`src/mtb_pkg.sv`:
```
// package: constants, types and register map of the breaker command logic
`default_nettype none
package mtb_pkg;
  // clock and overlap time base
  localparam int MTB_CLK_PERIOD_NS = 50;
  localparam int MTB_OVL_UNIT_NS = 10_000_000;
  localparam int MTB_OVL_TICK_CYCLES = MTB_OVL_UNIT_NS / MTB_CLK_PERIOD_NS;
  // overlap limit in 10 ms units: 0.10 s .. 99.90 s
  localparam logic [13:0] MTB_OVL_MIN = 14'h000a;
  localparam logic [13:0] MTB_OVL_MAX = 14'h2706;
  localparam logic [13:0] MTB_OVL_RST = 14'h0064;
  // slip limits in 0.1 Hz units, signed
  localparam logic signed [7:0] MTB_SLIP_UP_MIN = 8'sh00;
  localparam logic signed [7:0] MTB_SLIP_UP_MAX = 8'sh05;
  localparam logic signed [7:0] MTB_SLIP_UP_RST = 8'sh03;
  localparam logic signed [7:0] MTB_SLIP_LO_MIN = -8'sh05;
  localparam logic signed [7:0] MTB_SLIP_LO_MAX = 8'sh03;
  localparam logic signed [7:0] MTB_SLIP_LO_RST = 8'sh00;
  // register byte addresses
  localparam logic [7:0] MTB_ADDR_CTRL = 8'h00;
  localparam logic [7:0] MTB_ADDR_SLIP = 8'h04;
  localparam logic [7:0] MTB_ADDR_OVL = 8'h08;
  localparam logic [7:0] MTB_ADDR_STAT = 8'h0c;
  // control and slip register field positions
  localparam int MTB_CTRL_DYN = 0;
  localparam int MTB_CTRL_OVL = 1;
  localparam int MTB_CTRL_RUN_LSB = 2;
  localparam int MTB_CTRL_PLANT_LSB = 5;
  localparam int MTB_SLIP_LO_LSB = 8;
  typedef enum logic [2:0] {
    MTB_RUN_AUTO = 3'h0,
    MTB_RUN_SEMI = 3'h1,
    MTB_RUN_TEST = 3'h2,
    MTB_RUN_MAN = 3'h3,
    MTB_RUN_BLOCK = 3'h4
  } mtb_run_e;
  typedef enum logic [2:0] {
    MTB_PLANT_ISLAND = 3'h0,
    MTB_PLANT_AMF = 3'h1,
    MTB_PLANT_PEAK = 3'h2,
    MTB_PLANT_FIXED = 3'h3,
    MTB_PLANT_MPE = 3'h4,
    MTB_PLANT_LTO = 3'h5
  } mtb_plant_e;
  localparam mtb_run_e MTB_RUN_RST = MTB_RUN_SEMI;
  localparam mtb_plant_e MTB_PLANT_RST = MTB_PLANT_AMF;
  // tie breaker open sequence
  typedef enum logic [2:0] {
    MTB_TIE_IDLE = 3'b001,
    MTB_TIE_DELOAD = 3'b010,
    MTB_TIE_OPEN = 3'b100
  } mtb_tie_e;
  // pins from the plant, all asynchronous to pclk
  typedef struct packed {
    logic auto_start_stop;
    logic alt_start;
    logic mains_failed;
    logic remote_tie_close_cmd;
    logic remote_tie_open_cmd;
    logic remote_mains_close_cmd;
    logic remote_mains_open_cmd;
    logic tie_close_block;
    logic mains_close_block;
    logic tie_withdrawn_in;
    logic mains_withdrawn_in;
    logic tie_charged_feedback;
    logic mains_charged_feedback;
    logic tie_closed_fb;
    logic mains_closed_fb;
    logic generator_breaker_closed_fb;
    logic sync_ok;
    logic deload_done;
  } mtb_pins_s;
  localparam int MTB_PIN_W = $bits(mtb_pins_s);
endpackage
`default_nettype wire
```
`src/mtb_breaker_ctrl.sv`:
```
// mains and tie breaker command, interlock and overlap logic with apb regs
//
// The placing of the registers and the APB register port were left to the implementer.
`default_nettype none
// How it works
// static or dynamic sync, dynamic after reset
// upper slip limit 0.0..0.5 Hz, default 0.3
// lower slip limit -0.5..0.3 Hz, default 0.0
// overlap setting limits parallel running time
// overlap only in mains failure or takeover
// tie closed last: open mains before expiry
// mains closed last: open tie before expiry
// overlap time 0.10 to 99.90 seconds
// both never closed beyond overlap time
// auto start/stop input runs genset in auto
// alternative start acts as mains failure
// remote tie close, sync if mains closed
// remote tie open, deload if mains closed
// remote mains close, sync if generator closed
// remote mains open opens at once
// tie close block suppresses tie close
// mains close block suppresses mains close
// tie withdrawn flag in semi/manual
// mains withdrawn flag in semi/manual
// no close output without charged spring
// remote commands pulse, others continuous levels
// pulse commands taken on rising edge
module mtb_breaker_ctrl
  import mtb_pkg::*;
#(
  parameter int TICK_CYCLES = MTB_OVL_TICK_CYCLES
) (
  input wire logic pclk,
  input wire logic presetn,
  input wire logic psel,
  input wire logic penable,
  input wire logic pwrite,
  input wire logic [7:0] paddr,
  input wire logic [31:0] pwdata,
  output logic [31:0] prdata,
  output logic pready,
  output logic pslverr,
  input wire mtb_pins_s pins_in,
  output logic genset_run,
  output logic automatic_mains_failure,
  output logic dynamic_sync,
  output logic signed [7:0] slip_freq_upper,
  output logic signed [7:0] slip_freq_lower,
  output logic tie_close_out,
  output logic tie_open_out,
  output logic tie_sync_req,
  output logic tie_deload_req,
  output logic mains_close_out,
  output logic mains_open_out,
  output logic mains_sync_req,
  output logic tie_withdrawn,
  output logic mains_withdrawn
);
  localparam int TW = $clog2(TICK_CYCLES + 1);

  logic [MTB_PIN_W-1:0] sync1_reg;
  logic [MTB_PIN_W-1:0] sync2_reg;
  mtb_pins_s pin;
  mtb_pins_s pin_prev_reg;
  logic ctrl_dyn_reg;
  logic ctrl_ovl_reg;
  mtb_run_e run_reg;
  mtb_plant_e plant_reg;
  logic signed [7:0] slip_up_reg;
  logic signed [7:0] slip_lo_reg;
  logic [13:0] ovl_lim_reg;
  logic [13:0] ovl_cnt_reg;
  logic [TW-1:0] div_reg;
  logic tick;
  logic last_tie_reg;
  logic tie_pend_reg;
  logic mains_pend_reg;
  logic tie_open_reg;
  logic mains_open_reg;
  mtb_tie_e tie_st_reg;
  mtb_tie_e tie_st_next;
  logic semi;
  logic ovl_act;
  logic both_closed;
  logic ovl_trip;
  logic tie_on_p;
  logic tie_off_p;
  logic mains_on_p;
  logic mains_off_p;
  logic tie_rise;
  logic mains_rise;
  logic wr;
  logic rd;
  logic hit;
  logic signed [7:0] wr_up;
  logic signed [7:0] wr_lo;
  logic [13:0] wr_ovl;

  // two flops per pin; only the second flop feeds logic
  generate
    for (genvar i = 0; i < MTB_PIN_W; i++) begin : g_sync
      always_ff @(posedge pclk or negedge presetn) begin
        if (!presetn) begin
          sync1_reg[i] <= 1'b0;
          sync2_reg[i] <= 1'b0;
        end else begin
          sync1_reg[i] <= pins_in[i];
          sync2_reg[i] <= sync1_reg[i];
        end
      end
    end
  endgenerate
  assign pin = mtb_pins_s'(sync2_reg);

  // previous pin levels for edge detection
  always_ff @(posedge pclk or negedge presetn) begin
    if (!presetn) begin
      pin_prev_reg <= '0;
    end else begin
      pin_prev_reg <= pin;
    end
  end

  // remote pulses, other pins levels
  // rising edge only
  // holding a command input high never repeats it
  assign semi = (run_reg == MTB_RUN_SEMI);
  assign tie_on_p = semi && pin.remote_tie_close_cmd &&
                    !pin_prev_reg.remote_tie_close_cmd;
  assign tie_off_p = semi && pin.remote_tie_open_cmd &&
                     !pin_prev_reg.remote_tie_open_cmd;
  assign mains_on_p = semi && pin.remote_mains_close_cmd &&
                      !pin_prev_reg.remote_mains_close_cmd;
  assign mains_off_p = semi && pin.remote_mains_open_cmd &&
                       !pin_prev_reg.remote_mains_open_cmd;
  assign tie_rise = pin.tie_closed_fb && !pin_prev_reg.tie_closed_fb;
  assign mains_rise = pin.mains_closed_fb && !pin_prev_reg.mains_closed_fb;

  // apb decode; zero wait states, error on unmapped address
  assign wr = psel && penable && pwrite;
  assign rd = psel && !pwrite;
  assign hit = (paddr == MTB_ADDR_CTRL) || (paddr == MTB_ADDR_SLIP) ||
               (paddr == MTB_ADDR_OVL) || (paddr == MTB_ADDR_STAT);
  assign pready = 1'b1;
  assign pslverr = psel && penable && !hit;

  // clamp written values into their legal ranges
  always_comb begin
    wr_up = signed'(pwdata[7:0]);
    wr_lo = signed'(pwdata[MTB_SLIP_LO_LSB +: 8]);
    wr_ovl = pwdata[13:0];
    // clamp upper slip
    if (wr_up < MTB_SLIP_UP_MIN) wr_up = MTB_SLIP_UP_MIN;
    if (wr_up > MTB_SLIP_UP_MAX) wr_up = MTB_SLIP_UP_MAX;
    // clamp lower slip
    if (wr_lo < MTB_SLIP_LO_MIN) wr_lo = MTB_SLIP_LO_MIN;
    if (wr_lo > MTB_SLIP_LO_MAX) wr_lo = MTB_SLIP_LO_MAX;
    // clamp overlap time
    if (wr_ovl < MTB_OVL_MIN) wr_ovl = MTB_OVL_MIN;
    if (wr_ovl > MTB_OVL_MAX) wr_ovl = MTB_OVL_MAX;
  end

  // control register, dynamic sync after reset
  always_ff @(posedge pclk or negedge presetn) begin
    if (!presetn) begin
      ctrl_dyn_reg <= 1'b1;
      ctrl_ovl_reg <= 1'b0;
      run_reg <= MTB_RUN_RST;
      plant_reg <= MTB_PLANT_RST;
    end else if (wr && paddr == MTB_ADDR_CTRL) begin
      ctrl_dyn_reg <= pwdata[MTB_CTRL_DYN];
      ctrl_ovl_reg <= pwdata[MTB_CTRL_OVL];
      run_reg <= mtb_run_e'(pwdata[MTB_CTRL_RUN_LSB +: 3]);
      plant_reg <= mtb_plant_e'(pwdata[MTB_CTRL_PLANT_LSB +: 3]);
    end
  end

  // slip window, defaults 0.3 and 0.0 Hz
  always_ff @(posedge pclk or negedge presetn) begin
    if (!presetn) begin
      slip_up_reg <= MTB_SLIP_UP_RST;
      slip_lo_reg <= MTB_SLIP_LO_RST;
    end else if (wr && paddr == MTB_ADDR_SLIP) begin
      slip_up_reg <= wr_up;
      slip_lo_reg <= wr_lo;
    end
  end

  // overlap time limit
  always_ff @(posedge pclk or negedge presetn) begin
    if (!presetn) begin
      ovl_lim_reg <= MTB_OVL_RST;
    end else if (wr && paddr == MTB_ADDR_OVL) begin
      ovl_lim_reg <= wr_ovl;
    end
  end

  // read mux; status shows the block's live state
  always_ff @(posedge pclk or negedge presetn) begin
    if (!presetn) begin
      prdata <= '0;
    end else if (rd) begin
      case (paddr)
        MTB_ADDR_CTRL: prdata <= {24'h000000, plant_reg, run_reg,
                                  ctrl_ovl_reg, ctrl_dyn_reg};
        MTB_ADDR_SLIP: prdata <= {16'h0000, slip_lo_reg, slip_up_reg};
        MTB_ADDR_OVL: prdata <= {18'h00000, ovl_lim_reg};
        MTB_ADDR_STAT: prdata <= {ovl_cnt_reg, 4'h0, tie_st_reg,
                                  mains_withdrawn, tie_withdrawn,
                                  mains_open_reg, mains_pend_reg,
                                  tie_open_reg, tie_pend_reg,
                                  automatic_mains_failure, genset_run,
                                  pin.generator_breaker_closed_fb,
                                  pin.mains_closed_fb, pin.tie_closed_fb};
        default: prdata <= '0;
      endcase
    end
  end

  assign dynamic_sync = ctrl_dyn_reg;
  assign slip_freq_upper = slip_up_reg;
  assign slip_freq_lower = slip_lo_reg;

  // alternative start acts as a mains failure in any mode
  assign automatic_mains_failure = pin.alt_start || pin.mains_failed;

  // auto start/stop only in auto with a suitable plant mode
  always_ff @(posedge pclk or negedge presetn) begin
    if (!presetn) begin
      genset_run <= 1'b0;
    end else begin
      genset_run <= automatic_mains_failure ||
                    (run_reg == MTB_RUN_AUTO && pin.auto_start_stop &&
                     (plant_reg == MTB_PLANT_ISLAND ||
                      plant_reg == MTB_PLANT_FIXED ||
                      plant_reg == MTB_PLANT_LTO ||
                      plant_reg == MTB_PLANT_MPE));
    end
  end

  // overlap time base: one enable per 10 ms
  assign tick = (div_reg == TW'(TICK_CYCLES - 1));
  always_ff @(posedge pclk or negedge presetn) begin
    if (!presetn) begin
      div_reg <= '0;
    end else if (tick || !both_closed) begin
      div_reg <= '0;
    end else begin
      div_reg <= div_reg + 1'b1;
    end
  end

  // overlap only in mains failure and load takeover plant modes
  assign ovl_act = ctrl_ovl_reg &&
                   (plant_reg == MTB_PLANT_AMF || plant_reg == MTB_PLANT_LTO);
  assign both_closed = pin.tie_closed_fb && pin.mains_closed_fb;

  // parallel time counted in 10 ms steps
  always_ff @(posedge pclk or negedge presetn) begin
    if (!presetn) begin
      ovl_cnt_reg <= '0;
    end else if (!both_closed || !ovl_act) begin
      ovl_cnt_reg <= '0;
    end else if (tick && ovl_cnt_reg != MTB_OVL_MAX) begin
      ovl_cnt_reg <= ovl_cnt_reg + 1'b1;
    end
  end

  // trip one step early so the breaker has time to move
  assign ovl_trip = ovl_act && both_closed &&
                    (ovl_cnt_reg >= ovl_lim_reg - 1'b1);

  // which breaker closed last decides which one opens
  always_ff @(posedge pclk or negedge presetn) begin
    if (!presetn) begin
      last_tie_reg <= 1'b0;
    end else if (tie_rise) begin
      last_tie_reg <= 1'b1;
    end else if (mains_rise) begin
      last_tie_reg <= 1'b0;
    end
  end

  // tie close request held until closed or cancelled
  always_ff @(posedge pclk or negedge presetn) begin
    if (!presetn) begin
      tie_pend_reg <= 1'b0;
    end else if (tie_on_p) begin
      tie_pend_reg <= 1'b1;
    end else if (pin.tie_closed_fb || tie_off_p || !semi) begin
      tie_pend_reg <= 1'b0;
    end
  end

  // mains close request held until closed or cancelled
  always_ff @(posedge pclk or negedge presetn) begin
    if (!presetn) begin
      mains_pend_reg <= 1'b0;
    end else if (mains_on_p) begin
      mains_pend_reg <= 1'b1;
    end else if (pin.mains_closed_fb || mains_off_p || !semi) begin
      mains_pend_reg <= 1'b0;
    end
  end

  // sync needed only with the mains breaker closed
  assign tie_sync_req = tie_pend_reg && pin.mains_closed_fb;
  // sync needed only with the generator breaker closed
  assign mains_sync_req = mains_pend_reg && pin.generator_breaker_closed_fb;

  // close outputs gated by block, spring and sync status
  always_ff @(posedge pclk or negedge presetn) begin
    if (!presetn) begin
      tie_close_out <= 1'b0;
      mains_close_out <= 1'b0;
    end else begin
      // tie close gate
      tie_close_out <= tie_pend_reg && !pin.tie_close_block &&
                       pin.tie_charged_feedback && !tie_open_reg &&
                       (!tie_sync_req || pin.sync_ok);
      // mains close gate
      mains_close_out <= mains_pend_reg && !pin.mains_close_block &&
                         pin.mains_charged_feedback && !mains_open_reg &&
                         (!mains_sync_req || pin.sync_ok);
    end
  end

  // tie open sequence: deload first when mains is closed
  always_comb begin
    tie_st_next = tie_st_reg;
    case (tie_st_reg)
      MTB_TIE_IDLE: begin
        if (tie_off_p) begin
          tie_st_next = pin.mains_closed_fb ? MTB_TIE_DELOAD : MTB_TIE_OPEN;
        end
      end
      MTB_TIE_DELOAD: begin
        if (pin.deload_done || !pin.mains_closed_fb) begin
          tie_st_next = MTB_TIE_OPEN;
        end
      end
      MTB_TIE_OPEN: begin
        if (!pin.tie_closed_fb) tie_st_next = MTB_TIE_IDLE;
      end
      default: tie_st_next = MTB_TIE_IDLE;
    endcase
  end

  always_ff @(posedge pclk or negedge presetn) begin
    if (!presetn) begin
      tie_st_reg <= MTB_TIE_IDLE;
    end else begin
      tie_st_reg <= tie_st_next;
    end
  end
  assign tie_deload_req = (tie_st_reg == MTB_TIE_DELOAD);

  // tie open hold; a new trip wins over the feedback clear
  always_ff @(posedge pclk or negedge presetn) begin
    if (!presetn) begin
      tie_open_reg <= 1'b0;
    end else if ((ovl_trip && !last_tie_reg) ||
                 tie_st_next == MTB_TIE_OPEN) begin
      tie_open_reg <= 1'b1;
    end else if (!pin.tie_closed_fb) begin
      tie_open_reg <= 1'b0;
    end
  end

  // mains open hold, immediate on remote open
  always_ff @(posedge pclk or negedge presetn) begin
    if (!presetn) begin
      mains_open_reg <= 1'b0;
    end else if ((ovl_trip && last_tie_reg) || mains_off_p) begin
      mains_open_reg <= 1'b1;
    end else if (!pin.mains_closed_fb) begin
      mains_open_reg <= 1'b0;
    end
  end
  assign tie_open_out = tie_open_reg;
  assign mains_open_out = mains_open_reg;

  // withdrawn flags, prerequisite is breaker open
  always_ff @(posedge pclk or negedge presetn) begin
    if (!presetn) begin
      tie_withdrawn <= 1'b0;
      mains_withdrawn <= 1'b0;
    end else begin
      tie_withdrawn <= (semi || run_reg == MTB_RUN_MAN) &&
                       pin.tie_withdrawn_in && !pin.tie_closed_fb;
      mains_withdrawn <= (semi || run_reg == MTB_RUN_MAN) &&
                         pin.mains_withdrawn_in && !pin.mains_closed_fb;
    end
  end
endmodule
`default_nettype wire

```
`config.mk`:
```
export PLATFORM = sky130hd
export DESIGN_NAME = mtb_breaker_ctrl
export DESIGN_NICKNAME = d
export VERILOG_FILES = /design/src/mtb_pkg.sv /design/src/mtb_breaker_ctrl.sv
export SDC_FILE = /design/constraint.sdc
export NUM_CORES = 1
export LEC_CHECK = 0
export BUFFER_PORTS_ARGS = -buffer_cell sky130_fd_sc_hd__clkbuf_2
export CAP_MARGIN = 20
export CORE_MARGIN = 2
export CORE_UTILIZATION = 38
export DETAILED_ROUTE_END_ITERATION = 8
export PLACE_DENSITY = 0.56
export SYNTH_ARGS = -nofsm -noshare
export SYNTH_HDL_FRONTEND = slang
export SYNTH_SLANG_ARGS = --single-unit
export TNS_END_PERCENT = 1
```
`constraint.sdc`:
```
create_clock -name pclk -period 4.5 [get_ports pclk]
set_input_delay 0.675 -clock pclk [delete_from_list [all_inputs] [get_ports pclk]]
set_output_delay 0.675 -clock pclk [all_outputs]
set_load 0.03 [all_outputs]
```
==> results of run 1 <==
## cells by family after synthesis
group / Yosys count / share of synthesized area [%]
flip-flops: 154 / 55.7
multiplexers: 22 / 4.70
other: 2 / 0.108
adder cells (fa/ha/maj): 19 / 3.42
XOR/XNOR: 40 / 5.05
AO/OA/AOI/OAI: 98 / 9.77
AND/OR/NAND/NOR: 233 / 18.5
buffers and inverters: 47 / 2.79
## power groups by stage
stage / clock network [mW] / logic [mW] / registers [mW]
floorplan: 0 / 0.0620 / 1.45
global placement: 0 / 0.134 / 1.45
detailed placement: 0 / 0.136 / 1.45
CTS: 1.45 / 0.137 / 1.43
global route: 1.52 / 0.153 / 1.43
finish: 1.43 / 0.135 / 1.43
## worst max-delay path: cells and delay by family, from the launching register on
| kind | cells | cell delay (ns) |
|---|---|---|
| adders and majority gates | 1 | 0.26 |
| xor gates and xnor gates | 1 | 0.16 |
| AOI/OAI and AO/OA | 4 | 1.04 |
| DFF | 1 | 0.45 |
| and+or+nand+nor | 5 | 1.33 |
## cell usage in the layout, fill, tap and decap left out, types with 17 or more instances in the layout
cell type	instances
o21ai_0	22
clkbuf_2	103
a21oi_1	18
a22o_1	29
clkbuf_16	17
ha_1	19
inv_1	19
nand2_1	45
xnor2_1	25
nor2_1	56
dfrtp_1	145
## cell type report
| type | count | area (sq um) | share of cell area (%) |
|---|---|---|---|
| timing repair buffer | 107 | 569 | 6.88 |
| tap | 229 | 287 | 3.46 |
| inverter | 19 | 71.3 | 0.862 |
| multi-input combinational | 416 | 2890 | 35.0 |
| sequential | 154 | 3860 | 46.7 |
| clock inverter | 14 | 156 | 1.89 |
| clock buffer | 18 | 429 | 5.19 |
## final timing paths
kind                                            startpoint                        endpoint  slack (ns)  cells after the start
worst max-delay path            ovl_lim_reg[4]$_DFFE_PN0P_      mains_open_out$_DFFE_PN0P_        1.13                     11
worst min-delay path                               presetn       mains_close_out$_DFF_PN0_        0.33                      1
worst max register to register  ovl_lim_reg[4]$_DFFE_PN0P_      mains_open_out$_DFFE_PN0P_        1.13                     11
worst min register to register     sync1_reg[10]$_DFF_PN0_               pin[10]$_DFF_PN0_        0.34                      0
max in group asynchronous                          presetn  slip_freq_upper[0]$_DFFE_PN1P_        3.29                      2
min in group pclk                              pins_in[11]         sync1_reg[11]$_DFF_PN0_        0.34                      1
## per-stage QoR
step | instances | utilization, %
after global placement | 924 | 42.7
after CTS | 956 | 46.0
after global routing | 957 | 46.0
after floorplan | 617 | -
final | 957 | 46.0
after detailed placement | 924 | 42.7
## metal layers
metal  global-route usage, %  up-vias
li1                        -     2412
met1                    24.5     2513
met2                    27.2      138
met3                    4.59       19
met4                    6.33        0
met5                       0        -
==> impl_table.tex, run 1 <==
\begin{tabular}{lr}
\hline
Metric & Value \\
\hline
\multicolumn{2}{l}{\textbf{Clock network}} \\
\quad Number of buffers created by CTS & 17 \\
\quad Setup Fix Bufs, Post-CTS & 0 \\
\quad Latest clock arrival within the worst-skew pair & 0.44 ns \\
\quad Clock Root Buffer & clkbuf\_16 \\
\quad Clock-pin slew reported for the worst setup and hold paths after clock tree synthesis & 0.07 ns \\
\quad Clock sink count & 154 \\
\quad Number of hold-repair buffers added at the cts stage & 0 \\
\quad Cts repair resizes & 0 \\
\quad CTS tree & done \\
\quad H-tree depth & 4 \\
\quad Clock buffer depth & 2 \\
\multicolumn{2}{l}{\textbf{Yosys}} \\
\quad Post-synth ARST share & 100\% \\
\quad Seq cells post-synth & 154 \\
\quad Most frequent cells after synthesis & dfrtp\_1, nor2\_1, nand2\_1 \\
\quad Biggest area consumer among synthesized cells & dfrtp\_1 \\
\quad Top cells by area in the synthesized netlist & dfrtp\_1, a22o\_1, ha\_1 \\
\quad Leading register cell type out of synthesis & dfrtp\_1 \\
\quad Distinct cell type count after synthesis & 57 \\
\quad Number of instances in the synthesized netlist & 615 \\
\quad Share of the yosys chip area belonging to registers & 55.7\% \\
\quad Cell with the most instances after synthesis & dfrtp\_1 \\
\quad Area share of the leading cell type in the synthesized netlist & 52.3\% \\
\quad Cell area after technology mapping & 6940 sq um \\
\quad Number of synthesis warnings & 0 \\
\quad Number of flops mapped to enable cells by yosys & 0 \\
\quad Mean post-synth cell area & 11.3 sq um \\
\multicolumn{2}{l}{\textbf{Detailed routing}} \\
\quad Routed wire per std cell & 17.1 um \\
\quad Detail Route met3 WL & 1.05 mm \\
\quad DRC Markers & 0 \\
\quad First drt pass iteration count & 4 \\
\quad Via density per instance & 5.31 \\
\quad Top metal layer carrying routed signals & met4 \\
\quad Detailed-route wire length & 16.4 mm \\
\quad Metal2 WL & 7.52 mm \\
\quad Residual antenna-violating net count after detailed routing & 0 \\
\quad Metal1 wirelength & 7.56 mm \\
\quad DR vias & 5082 \\
\quad Number of DRC markers in iteration 0 & 331 \\
\multicolumn{2}{l}{\textbf{STA}} \\
\quad Max-slew violation count & 0 \\
\quad Highest clock rate & 0.297 GHz \\
\quad Max\_slew headroom & 43.2\% \\
\quad Worst-Margin Slew & 0.851 ns \\
\quad Smallest setup slack after layout & 1.13 ns \\
\quad Fin Hold WS & 0.326 ns \\
\quad Count of endpoints failing hold in the final timing report & 0 \\
\quad Setup repair after global routing missed its margin & no \\
\quad Period utilization & 74.9\% \\
\quad Worst clock skew on the final layout & 0.0165 ns \\
\quad Final setup TNS & 0 ns \\
\quad Final critical path time including I/O delays and setup & 3.37 ns \\
\quad Setup violation total in the final timing report & 0 \\
\multicolumn{2}{l}{\textbf{Critical path}} \\
\quad Critical path launch point type & register \\
\quad Delay of the slowest critical-path stage & 0.56 ns \\
\quad Type of destination of the critical path & register \\
\quad Critical Setup Path Class & register to register \\
\quad Worst EP arrival & 3.65 ns \\
\quad Crit Path Max Fanout & 5 \\
\quad Cell Chain, Critical Path & nor4\_1 > nand2\_1 > or4\_1 > nor3\_1 > xnor2\_1 > ha\_1 > a21o\_1 > nand3\_1 > a21oi\_1 > a221oi\_1 > o221ai\_1 \\
\quad Required time reported for the critical path endpoint & 4.78 ns \\
\quad Max stage delay cell, worst path & a221oi\_1 \\
\multicolumn{2}{l}{\textbf{Global route}} \\
\quad Number of antenna violations at the first check in global routing & 0 \\
\quad Pin count of the biggest net entering global routing & 97 \\
\quad Global-route wire length before repair & 27.0 mm \\
\quad Number of global-route vias before repair & 5120 \\
\quad Global route overflow & 0 \\
\quad GRT Util Overall & 17.7\% \\
\multicolumn{2}{l}{\textbf{Floorplanning}} \\
\quad Die H & 139 um \\
\quad \# IOs & 125 \\
\quad Row count & 49 \\
\quad Horizontal die dimension & 139 um \\
\quad Area of the die & 19400 sq um \\
\quad Starting Density & 38.7\% \\
\quad Area of the core region & 18000 sq um \\
\multicolumn{2}{l}{\textbf{Power and ir drop}} \\
\quad Internal power summed over all cells & 2.24 mW \\
\quad Switching Share & 24.9\% \\
\quad Switching power total & 745 uW \\
\quad Sequential group share of total power & 47.8\% \\
\quad Overall Power & 2.99 mW \\
\quad Static leakage & 3.79 nW \\
\quad Worst IR Drop VDD & 0.268 mV \\
\quad Part of the power in the clock network & 47.7\% \\
\quad Power density over cell area & 362 nW/um\^{}2 \\
\quad Power share of the combinational group & 4.5\% \\
\multicolumn{2}{l}{\textbf{Cells and area}} \\
\quad Max reg flops & 30 \\
\quad Count of nets after finishing & 797 \\
\quad Final std cell area, no fill & 8270 sq um \\
\quad Layout filler cell count & 1680 \\
\quad Largest register by flop count & prdata \\
\quad Diodes inserted & 0 \\
\quad Area delta synth->final & 19.1\% \\
\quad Share of post-route cells with drive strength above 1 & 24.9\% \\
\multicolumn{2}{l}{\textbf{Worst hold path}} \\
\quad Hold crit path type & primary input to asynchronous set/reset pin \\
\multicolumn{2}{l}{\textbf{Placement}} \\
\quad Port buffer count & 104 \\
\quad Post-detail-place hpwl & 11.8 mm \\
\quad Worst slack at placement & 1.16 ns \\
\quad Gp weighted congestion & 0.845 \\
\quad Post-DP Area & 7670 sq um \\
\multicolumn{2}{l}{\textbf{Run}} \\
\quad Max Cap Viol & 0 \\
\multicolumn{2}{l}{\textbf{Outcome}} \\
\quad Outcome & finished, final reports clean \\
\hline
\end{tabular}
Note: power is estimated with default switching activity, not from simulation.
==> run 2, diff against run 1 <==
--- a/config.mk
+++ b/config.mk
@@ -5,12 +5,13 @@
 export SDC_FILE = /design/constraint.sdc
 export NUM_CORES = 1
 export LEC_CHECK = 0
+export ABC_AREA = 1
 export BUFFER_PORTS_ARGS = -buffer_cell sky130_fd_sc_hd__clkbuf_2
 export CAP_MARGIN = 20
 export CORE_MARGIN = 2
 export CORE_UTILIZATION = 38
 export DETAILED_ROUTE_END_ITERATION = 8
-export PLACE_DENSITY = 0.56
+export PLACE_DENSITY = 0.58
 export SYNTH_ARGS = -nofsm -noshare
 export SYNTH_HDL_FRONTEND = slang
 export SYNTH_SLANG_ARGS = --single-unit
==> constraint.sdc (replaced) <==
create_clock -name pclk -period 2.9 [get_ports pclk]
set_input_delay 0.435 -clock pclk [delete_from_list [all_inputs] [get_ports pclk]]
set_output_delay 0.435 -clock pclk [all_outputs]
set_load 0.03 [all_outputs]
==> impl_table.tex, run 2 <==
\begin{tabular}{lr}
\hline
Metric & Value \\
\hline
\multicolumn{2}{l}{\textbf{Outcome}} \\
\quad Outcome & finished with violations \\
\quad Violated checks & negative hold slack \\
\multicolumn{2}{l}{\textbf{Floorplanning}} \\
\quad Die H & 144 um (+3.7\%) \\
\quad Area of the core region & 19400 sq um (+8.0\%) \\
\quad Horizontal die dimension & 144 um (+3.7\%) \\
\quad Area of the die & 20800 sq um (+7.5\%) \\
\quad Row count & 51 (+4.1\%) \\
\quad \# IOs & 125 (unchanged) \\
\quad Starting Density & 38.6\% (-0.080 points) \\
\multicolumn{2}{l}{\textbf{Clock network}} \\
\quad Latest clock arrival within the worst-skew pair & 0.43 ns (about the same) \\
\quad H-tree depth & 4 (unchanged) \\
\quad CTS tree & done \\
\quad Number of buffers created by CTS & 17 (unchanged) \\
\quad Clock sink count & 154 (unchanged) \\
\quad Clock Root Buffer & clkbuf\_16 \\
\quad Clock-pin slew reported for the worst setup and hold paths after clock tree synthesis & 0.07 ns (about the same) \\
\quad Number of hold-repair buffers added at the cts stage & 0 (unchanged) \\
\quad Clock buffer depth & 2 (unchanged) \\
\multicolumn{2}{l}{\textbf{STA}} \\
\quad Setup violation total in the final timing report & 0 (unchanged) \\
\quad Count of endpoints failing hold in the final timing report & 12 (+12) \\
\quad Smallest setup slack after layout & 0.292 ns (-0.838 ns) \\
\quad Setup repair after global routing missed its margin & no \\
\quad Final critical path time including I/O delays and setup & 2.61 ns (-0.762 ns) \\
\quad Final setup TNS & 0 ns (unchanged) \\
\quad Fin Hold WS & -0.00302 ns (-0.329 ns) \\
\quad Highest clock rate & 0.383 GHz (+29\%) \\
\quad Worst clock skew on the final layout & 0.0122 ns (-0.00430 ns) \\
\quad Period utilization & 89.9\% (+15 points) \\
\quad Max-slew violation count & 0 (unchanged) \\
\quad Worst-Margin Slew & 0.614 ns (-0.237 ns) \\
\quad Max\_slew headroom & 59.0\% (+16 points) \\
\multicolumn{2}{l}{\textbf{Cells and area}} \\
\quad Max reg flops & 30 (unchanged) \\
\quad Count of nets after finishing & 1065 (+34\%) \\
\quad Area delta synth->final & 19.0\% \\
\quad Leading cell types in the layout, fill and taps excluded & nand2\_1, dfrtp\_1, clkbuf\_2 \\
\quad Largest register by flop count & prdata \\
\quad Final non-filler cell total & 1260 (+32\%) \\
\quad Util after Layout & 45.9\% (-0.15 points) \\
\quad Share of post-route cells with drive strength above 1 & 17.8\% (-7.1 points) \\
\quad Most common cell after layout, fill and taps aside & nand2\_1 \\
\quad Layout filler cell count & 1946 (+16\%) \\
\quad Diodes inserted & 0 (unchanged) \\
\multicolumn{2}{l}{\textbf{Yosys}} \\
\quad Mean post-synth cell area & 8.54 sq um (-24\%) \\
\quad Top cells by area in the synthesized netlist & dfrtp\_1, nand2\_1, nand3\_1 \\
\quad Biggest area consumer among synthesized cells & dfrtp\_1 \\
\quad Most frequent cells after synthesis & nand2\_1, dfrtp\_1, inv\_1 \\
\quad Seq cells post-synth & 154 (unchanged) \\
\quad Post-synth ARST share & 100\% (unchanged) \\
\quad Leading register cell type out of synthesis & dfrtp\_1 \\
\quad Number of instances in the synthesized netlist & 876 (+42\%) \\
\quad Distinct cell type count after synthesis & 47 (-18\%) \\
\quad Cell with the most instances after synthesis & nand2\_1 \\
\quad Share of the yosys chip area belonging to registers & 51.6\% (-4.0 points) \\
\quad Area share of the leading cell type in the synthesized netlist & 48.5\% (-3.8 points) \\
\quad Number of flops mapped to enable cells by yosys & 0 (unchanged) \\
\quad Number of synthesis warnings & 0 (unchanged) \\
\quad Cell area after technology mapping & 7480 sq um (+7.8\%) \\
\multicolumn{2}{l}{\textbf{Detailed routing}} \\
\quad Detailed-route wire length & 18.5 mm (+13\%) \\
\quad DRC Markers & 0 (unchanged) \\
\quad Routed wire per std cell & 14.7 um (-14\%) \\
\quad First drt pass iteration count & 5 (+1) \\
\quad Metal1 wirelength & 9.12 mm (+21\%) \\
\quad Residual antenna-violating net count after detailed routing & 0 (unchanged) \\
\quad DR vias & 6234 (+23\%) \\
\quad Via density per instance & 4.95 (-6.8\%) \\
\quad Top metal layer carrying routed signals & met4 \\
\quad Detail Route met3 WL & 882 um (-16\%) \\
\quad Number of DRC markers in iteration 0 & 555 (+68\%) \\
\quad Metal2 WL & 8.31 mm (+10\%) \\
\multicolumn{2}{l}{\textbf{Critical path}} \\
\quad R2R Setup Slk & 0.29 ns (-0.84 ns) \\
\quad Worst EP arrival & 2.92 ns (-0.73 ns) \\
\quad Critical Setup Path Class & register to register \\
\quad Type of destination of the critical path & register \\
\quad Required time reported for the critical path endpoint & 3.21 ns (-1.57 ns) \\
\quad Max stage delay cell, worst path & dfrtp\_1 \\
\quad Cell Chain, Critical Path & inv\_1 > ha\_1 > nand2\_1 > nor2\_2 > nand4\_1 > nor2\_1 > nand3\_1 > xor2\_1 > inv\_1 > ha\_1 > nand2\_1 > inv\_1 > nand3\_1 > inv\_1 > a21oi\_1 > nand3\_1 > nand3\_1 > nand2\_1 \\
\quad Critical path launch point type & register \\
\quad Delay of the slowest critical-path stage & 0.38 ns (-0.18 ns) \\
\quad Crit Path Max Fanout & 5 (unchanged) \\
\multicolumn{2}{l}{\textbf{Global route}} \\
\quad Global route overflow & 0 (unchanged) \\
\quad Number of global-route vias before repair & 5824 (+14\%) \\
\quad Number of antenna violations at the first check in global routing & 0 (unchanged) \\
\quad Pin count of the biggest net entering global routing & 62 (-36\%) \\
\quad Global-route wire length before repair & 30.2 mm (+12\%) \\
\quad GRT Util Overall & 18.7\% (+0.97 points) \\
\multicolumn{2}{l}{\textbf{Power and ir drop}} \\
\quad Part of the power in the clock network & 47.0\% (-0.7 points) \\
\quad Sequential group share of total power & 46.3\% (-1.5 points) \\
\quad Power share of the combinational group & 6.6\% (+2.1 points) \\
\quad Power density over cell area & 551 nW/um\^{}2 (+52\%) \\
\quad Switching power total & 1.17 mW (+57\%) \\
\quad Switching Share & 23.8\% (-1.1 points) \\
\quad Internal power summed over all cells & 3.74 mW (+66\%) \\
\quad Worst IR Drop VDD & 0.446 mV (+66\%) \\
\quad Static leakage & 4.40 nW (+16\%) \\
\multicolumn{2}{l}{\textbf{Placement}} \\
\quad Port buffer count & 104 (unchanged) \\
\quad Dpl cells & 1228 (+33\%) \\
\quad Gp weighted congestion & 0.875 (+3.5\%) \\
\quad Worst slack at placement & 0.216 ns (-0.943 ns) \\
\quad Post-detail-place hpwl & 13.6 mm (+15\%) \\
\multicolumn{2}{l}{\textbf{Worst hold path}} \\
\quad Hold crit path type & primary input to asynchronous set/reset pin \\
\multicolumn{2}{l}{\textbf{Run}} \\
\quad Max Cap Viol & 0 (unchanged) \\
\hline
\end{tabular}
==> run 2: changes by cell type after synthesis, sizes merged, moves of 20 or more <==
cell and delta:
nor3 +22, a22o -29, xnor2 -20, inv +81
nand3 +73, nor2 +24, o21ai +27, nand2 +164
==> run 2: area by class of cell <==
class | instances | area, sq um | share of cell area (%)
clock buffers | 21 | 470 | 5.28
clock inverters | 10 | 141 | 1.59
inverters | 101 | 379 | 4.26
multi-input cells | 595 | 3100 | 34.8
flip-flops and latches | 154 | 3860 | 43.4
well taps | 265 | 332 | 3.72
repair buffers | 114 | 614 | 6.90
==> run 2: metal layers <==
layer  track usage [%]  vias to the layer above
met5                 0                        -
li1                  -                     3070
met2              28.6                      171
met3              3.87                       15
met4              4.70                        0
met1              27.2                     2978
==> run 2: critical path, delay by kind of cell (launching register included) <==
kind / cells / cell delay (ns)
compound gates: 1 / 0.13
flops: 1 / 0.38
buf+inv: 4 / 0.29
fa+ha+maj: 2 / 0.47
xor+xnor: 1 / 0.13
simple gates: 10 / 1.09
==> run 2: cell families after synthesis <==
kind of cell	share of synthesized area [%]
simple gates	26.4
fa+ha+maj	3.18
flops	51.6
xor+xnor	3.63
compound gates	7.91
buf+inv	7.12
other cells	0.100
==> run 2: timing repair <==
action	in CTS	in global routing
hold endpoints to repair	0	0
buffers inserted	0	1
endpoints found under the setup margin	0	2
resized for setup	0	1
==> run 2: power groups by stage <==
stage / sequential (mW) / combinational [mW] / clock (mW)
3_3_place_gp: 2.31 / 0.328 / 0
5_1_grt: 2.28 / 0.371 / 2.44
6_report: 2.27 / 0.326 / 2.31
4_1_cts: 2.27 / 0.330 / 2.35
3_5_place_dp: 2.31 / 0.329 / 0
2_1_floorplan: 2.32 / 0.156 / 0
==> run 2: worst paths after layout <==
check / startpoint / to / cells past startpoint
max: ovl_lim_reg[0]$_DFFE_PN0P_ / mains_open_out$_DFFE_PN0P_ / 18
min: presetn / slip_freq_lower[5]$_DFFE_PN0P_ / 1
max reg2reg: ovl_lim_reg[0]$_DFFE_PN0P_ / mains_open_out$_DFFE_PN0P_ / 18
min reg2reg: sync1_reg[12]$_DFF_PN0_ / pin[12]$_DFF_PN0_ / 0
max in group asynchronous: presetn / pin[9]$_DFF_PN0_ / 2
min in group pclk: pins_in[7] / sync1_reg[7]$_DFF_PN0_ / 1
==> run 2: per-stage QoR <==
| stage | instance area (sq um) | total power, mW |
|---|---|---|
| 2_1_floorplan | 7490 | 2.48 |
| 3_3_place_gp | 8280 | 2.64 |
| 3_5_place_dp | 8280 | 2.64 |
| 4_1_cts | 8890 | 4.95 |
| 5_1_grt | 8900 | 5.10 |
| 6_report | 8900 | 4.90 |
==> run 3, diff against run 2 <==
--- a/config.mk
+++ b/config.mk
@@ -10,6 +10,7 @@
 export CAP_MARGIN = 20
 export CORE_MARGIN = 2
 export CORE_UTILIZATION = 38
+export CTS_BUF_LIST = sky130_fd_sc_hd__clkbuf_4
 export DETAILED_ROUTE_END_ITERATION = 8
 export PLACE_DENSITY = 0.58
 export SYNTH_ARGS = -nofsm -noshare
==> impl_table.tex, run 3 (synthesized netlist as in run 2, its figures left out) <==
\begin{tabular}{lr}
\hline
Metric & Value \\
\hline
\multicolumn{2}{l}{\textbf{Outcome}} \\
\quad Outcome & finished, final reports clean \\
\multicolumn{2}{l}{\textbf{Global route}} \\
\quad Fraction of met2 tracks used by global routing & 28.1\% (-0.50 points) \\
\quad Gr busiest metal & met2 \\
\quad Number of antenna violations at the first check in global routing & 1 (+1) \\
\quad Pin count of the biggest net entering global routing & 62 (unchanged) \\
\quad Global route overflow & 0 (unchanged) \\
\quad Met3 demand-to-capacity share in global routing & 3.38\% (-0.50 points) \\
\quad Number of global-route vias before repair & 5762 (-1.1\%) \\
\quad GRT Util Overall & 18.5\% (-0.23 points) \\
\quad Global-route wire length before repair & 29.8 mm (-1.1\%) \\
\quad Met1 global-route usage & 27.0\% (-0.16 points) \\
\multicolumn{2}{l}{\textbf{Critical path}} \\
\quad Register-to-Register Path Depth & 18 (unchanged) \\
\quad Critical path launch point type & register \\
\quad Cell Chain, Critical Path & inv\_1 > ha\_1 > nand2\_1 > nor2\_2 > nand4\_1 > nor2\_1 > nand3\_1 > xor2\_1 > inv\_1 > ha\_1 > nand2\_1 > inv\_1 > nand3\_1 > inv\_1 > a21oi\_1 > nand3\_1 > nand3\_1 > nand2\_1 \\
\quad Type of destination of the critical path & register \\
\quad R2R Setup Slk & 0.28 ns (about the same) \\
\quad Worst EP arrival & 3.06 ns (+0.14 ns) \\
\quad Worst setup path end & mains\_open\_out\$\_DFFE\_PN0P\_ \\
\quad Critical Setup Path Class & register to register \\
\quad Crit path launch & ovl\_lim\_reg[0]\$\_DFFE\_PN0P\_ \\
\quad Max stage delay cell, worst path & dfrtp\_1 \\
\quad FF-to-FF Start & ovl\_lim\_reg[0]\$\_DFFE\_PN0P\_ \\
\quad Worst r2r dst & mains\_open\_out\$\_DFFE\_PN0P\_ \\
\quad Delay of the slowest critical-path stage & 0.40 ns (+0.02 ns) \\
\quad Required time reported for the critical path endpoint & 3.35 ns (+0.14 ns) \\
\quad Crit Path Max Fanout & 5 (unchanged) \\
\multicolumn{2}{l}{\textbf{Clock network}} \\
\quad Clock sink count & 154 (unchanged) \\
\quad CTS tree & done \\
\quad Clock Root Buffer & clkbuf\_4 \\
\quad Clock buffer depth & 2 (unchanged) \\
\quad Number of buffers created by CTS & 17 (unchanged) \\
\quad Clock-pin slew reported for the worst setup and hold paths after clock tree synthesis & 0.13 ns (+0.06 ns) \\
\quad H-tree depth & 4 (unchanged) \\
\quad Latest clock arrival within the worst-skew pair & 0.56 ns (+0.13 ns) \\
\multicolumn{2}{l}{\textbf{Power and ir drop}} \\
\quad Sequential group share of total power & 57.1\% (+11 points) \\
\quad Internal power summed over all cells & 2.93 mW (-22\%) \\
\quad Part of the power in the clock network & 34.2\% (-13 points) \\
\quad Power density over cell area & 453 nW/um\^{}2 (-18\%) \\
\quad Power share of the combinational group & 8.7\% (+2.1 points) \\
\quad Static leakage & 4.33 nW (-1.5\%) \\
\quad Switching Share & 26.4\% (+2.6 points) \\
\quad Switching power total & 1.05 mW (-10\%) \\
\quad Worst IR Drop VDD & 0.487 mV (+9.2\%) \\
\quad Overall Power & 3.98 mW (-19\%) \\
\multicolumn{2}{l}{\textbf{Cells and area}} \\
\quad Share of post-route cells with drive strength above 1 & 17.3\% (-0.53 points) \\
\quad Final non-filler cell total & 1280 (+1.6\%) \\
\quad Max reg flops & 30 (unchanged) \\
\quad Most common cell after layout, fill and taps aside & nand2\_1 \\
\quad Largest register by flop count & prdata \\
\quad Leading cell types in the layout, fill and taps excluded & nand2\_1, dfrtp\_1, clkbuf\_2 \\
\quad Area delta synth->final & 17.2\% \\
\quad Count of nets after finishing & 1084 (+1.8\%) \\
\multicolumn{2}{l}{\textbf{Placement}} \\
\quad Post-detail-place hpwl & 13.6 mm (unchanged) \\
\quad Dpl cells & 1228 (unchanged) \\
\quad Gp weighted congestion & 0.875 (unchanged) \\
\quad Port buffer count & 104 (unchanged) \\
\multicolumn{2}{l}{\textbf{Floorplanning}} \\
\quad \# IOs & 125 (unchanged) \\
\quad Area of the core region & 19400 sq um (unchanged) \\
\quad Starting Density & 38.6\% (unchanged) \\
\quad Area of the die & 20800 sq um (unchanged) \\
\quad Die H & 144 um (unchanged) \\
\quad Row count & 51 (unchanged) \\
\quad Horizontal die dimension & 144 um (unchanged) \\
\multicolumn{2}{l}{\textbf{STA}} \\
\quad Period utilization & 90.2\% (+0.30 points) \\
\quad Worst clock skew on the final layout & 0.0247 ns (+0.0125 ns) \\
\quad Fin Hold WS & 0.102 ns (+0.105 ns) \\
\quad Highest clock rate & 0.382 GHz (-0.33\%) \\
\quad Count of endpoints failing hold in the final timing report & 0 (-12) \\
\quad Setup repair after global routing missed its margin & no \\
\quad Setup violation total in the final timing report & 0 (unchanged) \\
\quad Worst-Margin Slew & 0.613 ns (-0.000486 ns) \\
\quad Max-slew violation count & 0 (unchanged) \\
\quad Final critical path time including I/O delays and setup & 2.62 ns (+0.00868 ns) \\
\quad Max\_slew headroom & 59.1\% (about the same) \\
\quad Final setup TNS & 0 ns (unchanged) \\
\multicolumn{2}{l}{\textbf{Detailed routing}} \\
\quad DR vias & 6297 (+1.0\%) \\
\quad Routed wire per std cell & 14.4 um (-1.9\%) \\
\quad Via density per instance & 4.92 (-0.57\%) \\
\quad DRC Markers & 0 (unchanged) \\
\quad Detailed-route wire length & 18.4 mm (-0.33\%) \\
\quad Residual antenna-violating net count after detailed routing & 0 (unchanged) \\
\quad First drt pass iteration count & 5 (unchanged) \\
\quad Number of DRC markers in iteration 0 & 544 (-2.0\%) \\
\multicolumn{2}{l}{\textbf{Run}} \\
\quad Max Cap Viol & 0 (unchanged) \\
\multicolumn{2}{l}{\textbf{Worst hold path}} \\
\quad Hold crit path type & primary input to register \\
\hline
\end{tabular}
run 3: metal layers:
metal	share of wire (%)	vias to the layer above	wire length, um
met5	0	-	0
met4	1.1	0	211
met3	4.6	14	854
met2	44	170	8170
met1	50	3004	9190
li1	-	3109	-
run 3: timing repair:
action / CTS / global route
resized for setup: 0 / 1
hold endpoints to repair: 67 / 0
hold buffers: 19 / 0
buffers inserted: 0 / 1
setup endpoints to repair: 0 / 2
run 3: stage by stage:
step	cell area [sq um]	worst slack (ns)	util, %
floorplan	7490	0.601	-
global placement	8280	0.279	42.7
detailed placement	8280	0.216	42.7
CTS	8760	0.204	45.1
global route	8770	0.0574	45.2
finish	8770	0.283	45.2
run 3: power groups by stage:
stage / Sequential [mW] / Combinational [mW] / Clock (mW)
after CTS: 2.27 / 0.350 / 1.41
after global placement: 2.31 / 0.328 / 0
after floorplan: 2.32 / 0.156 / 0
after detailed placement: 2.31 / 0.329 / 0
final: 2.27 / 0.345 / 1.36
after global routing: 2.28 / 0.392 / 1.50
run 3: final cells by class:
type                    count  area, sq um
repair buffers            133          805
clock inverters            13          153
flip-flops and latches    154         3860
diodes                      1         2.50
inverters                 101          379
fillers                  1961        10600
well taps                 265          332
multi-input cells         595         3100
clock buffers              18          135
run 3: worst max-delay path: cells and delay by family, from the launching register on:
| kind | cells | cell delay (ns) |
|---|---|---|
| AOI/OAI and AO/OA | 1 | 0.13 |
| xor gates and xnor gates | 1 | 0.13 |
| adders and majority gates | 2 | 0.47 |
| buffers and inverters | 4 | 0.28 |
| DFF | 1 | 0.40 |
| and+or+nand+nor | 10 | 1.09 |
run 3: how the worst min path moves through the flow:
stage	startpoint	end	depth (start not counted)
2_1_floorplan	presetn	ctrl_ovl_reg$_DFFE_PN0P_	0
3_3_place_gp	sync1_reg[14]$_DFF_PN0_	pin[14]$_DFF_PN0_	0
5_1_grt	pwdata[6]	ovl_lim_reg[6]$_DFFE_PN1P_	3
6_report	pwdata[6]	ovl_lim_reg[6]$_DFFE_PN1P_	3
4_1_cts	pwdata[6]	ovl_lim_reg[6]$_DFFE_PN1P_	3
3_5_place_dp	sync1_reg[17]$_DFF_PN0_	pin[17]$_DFF_PN0_	0
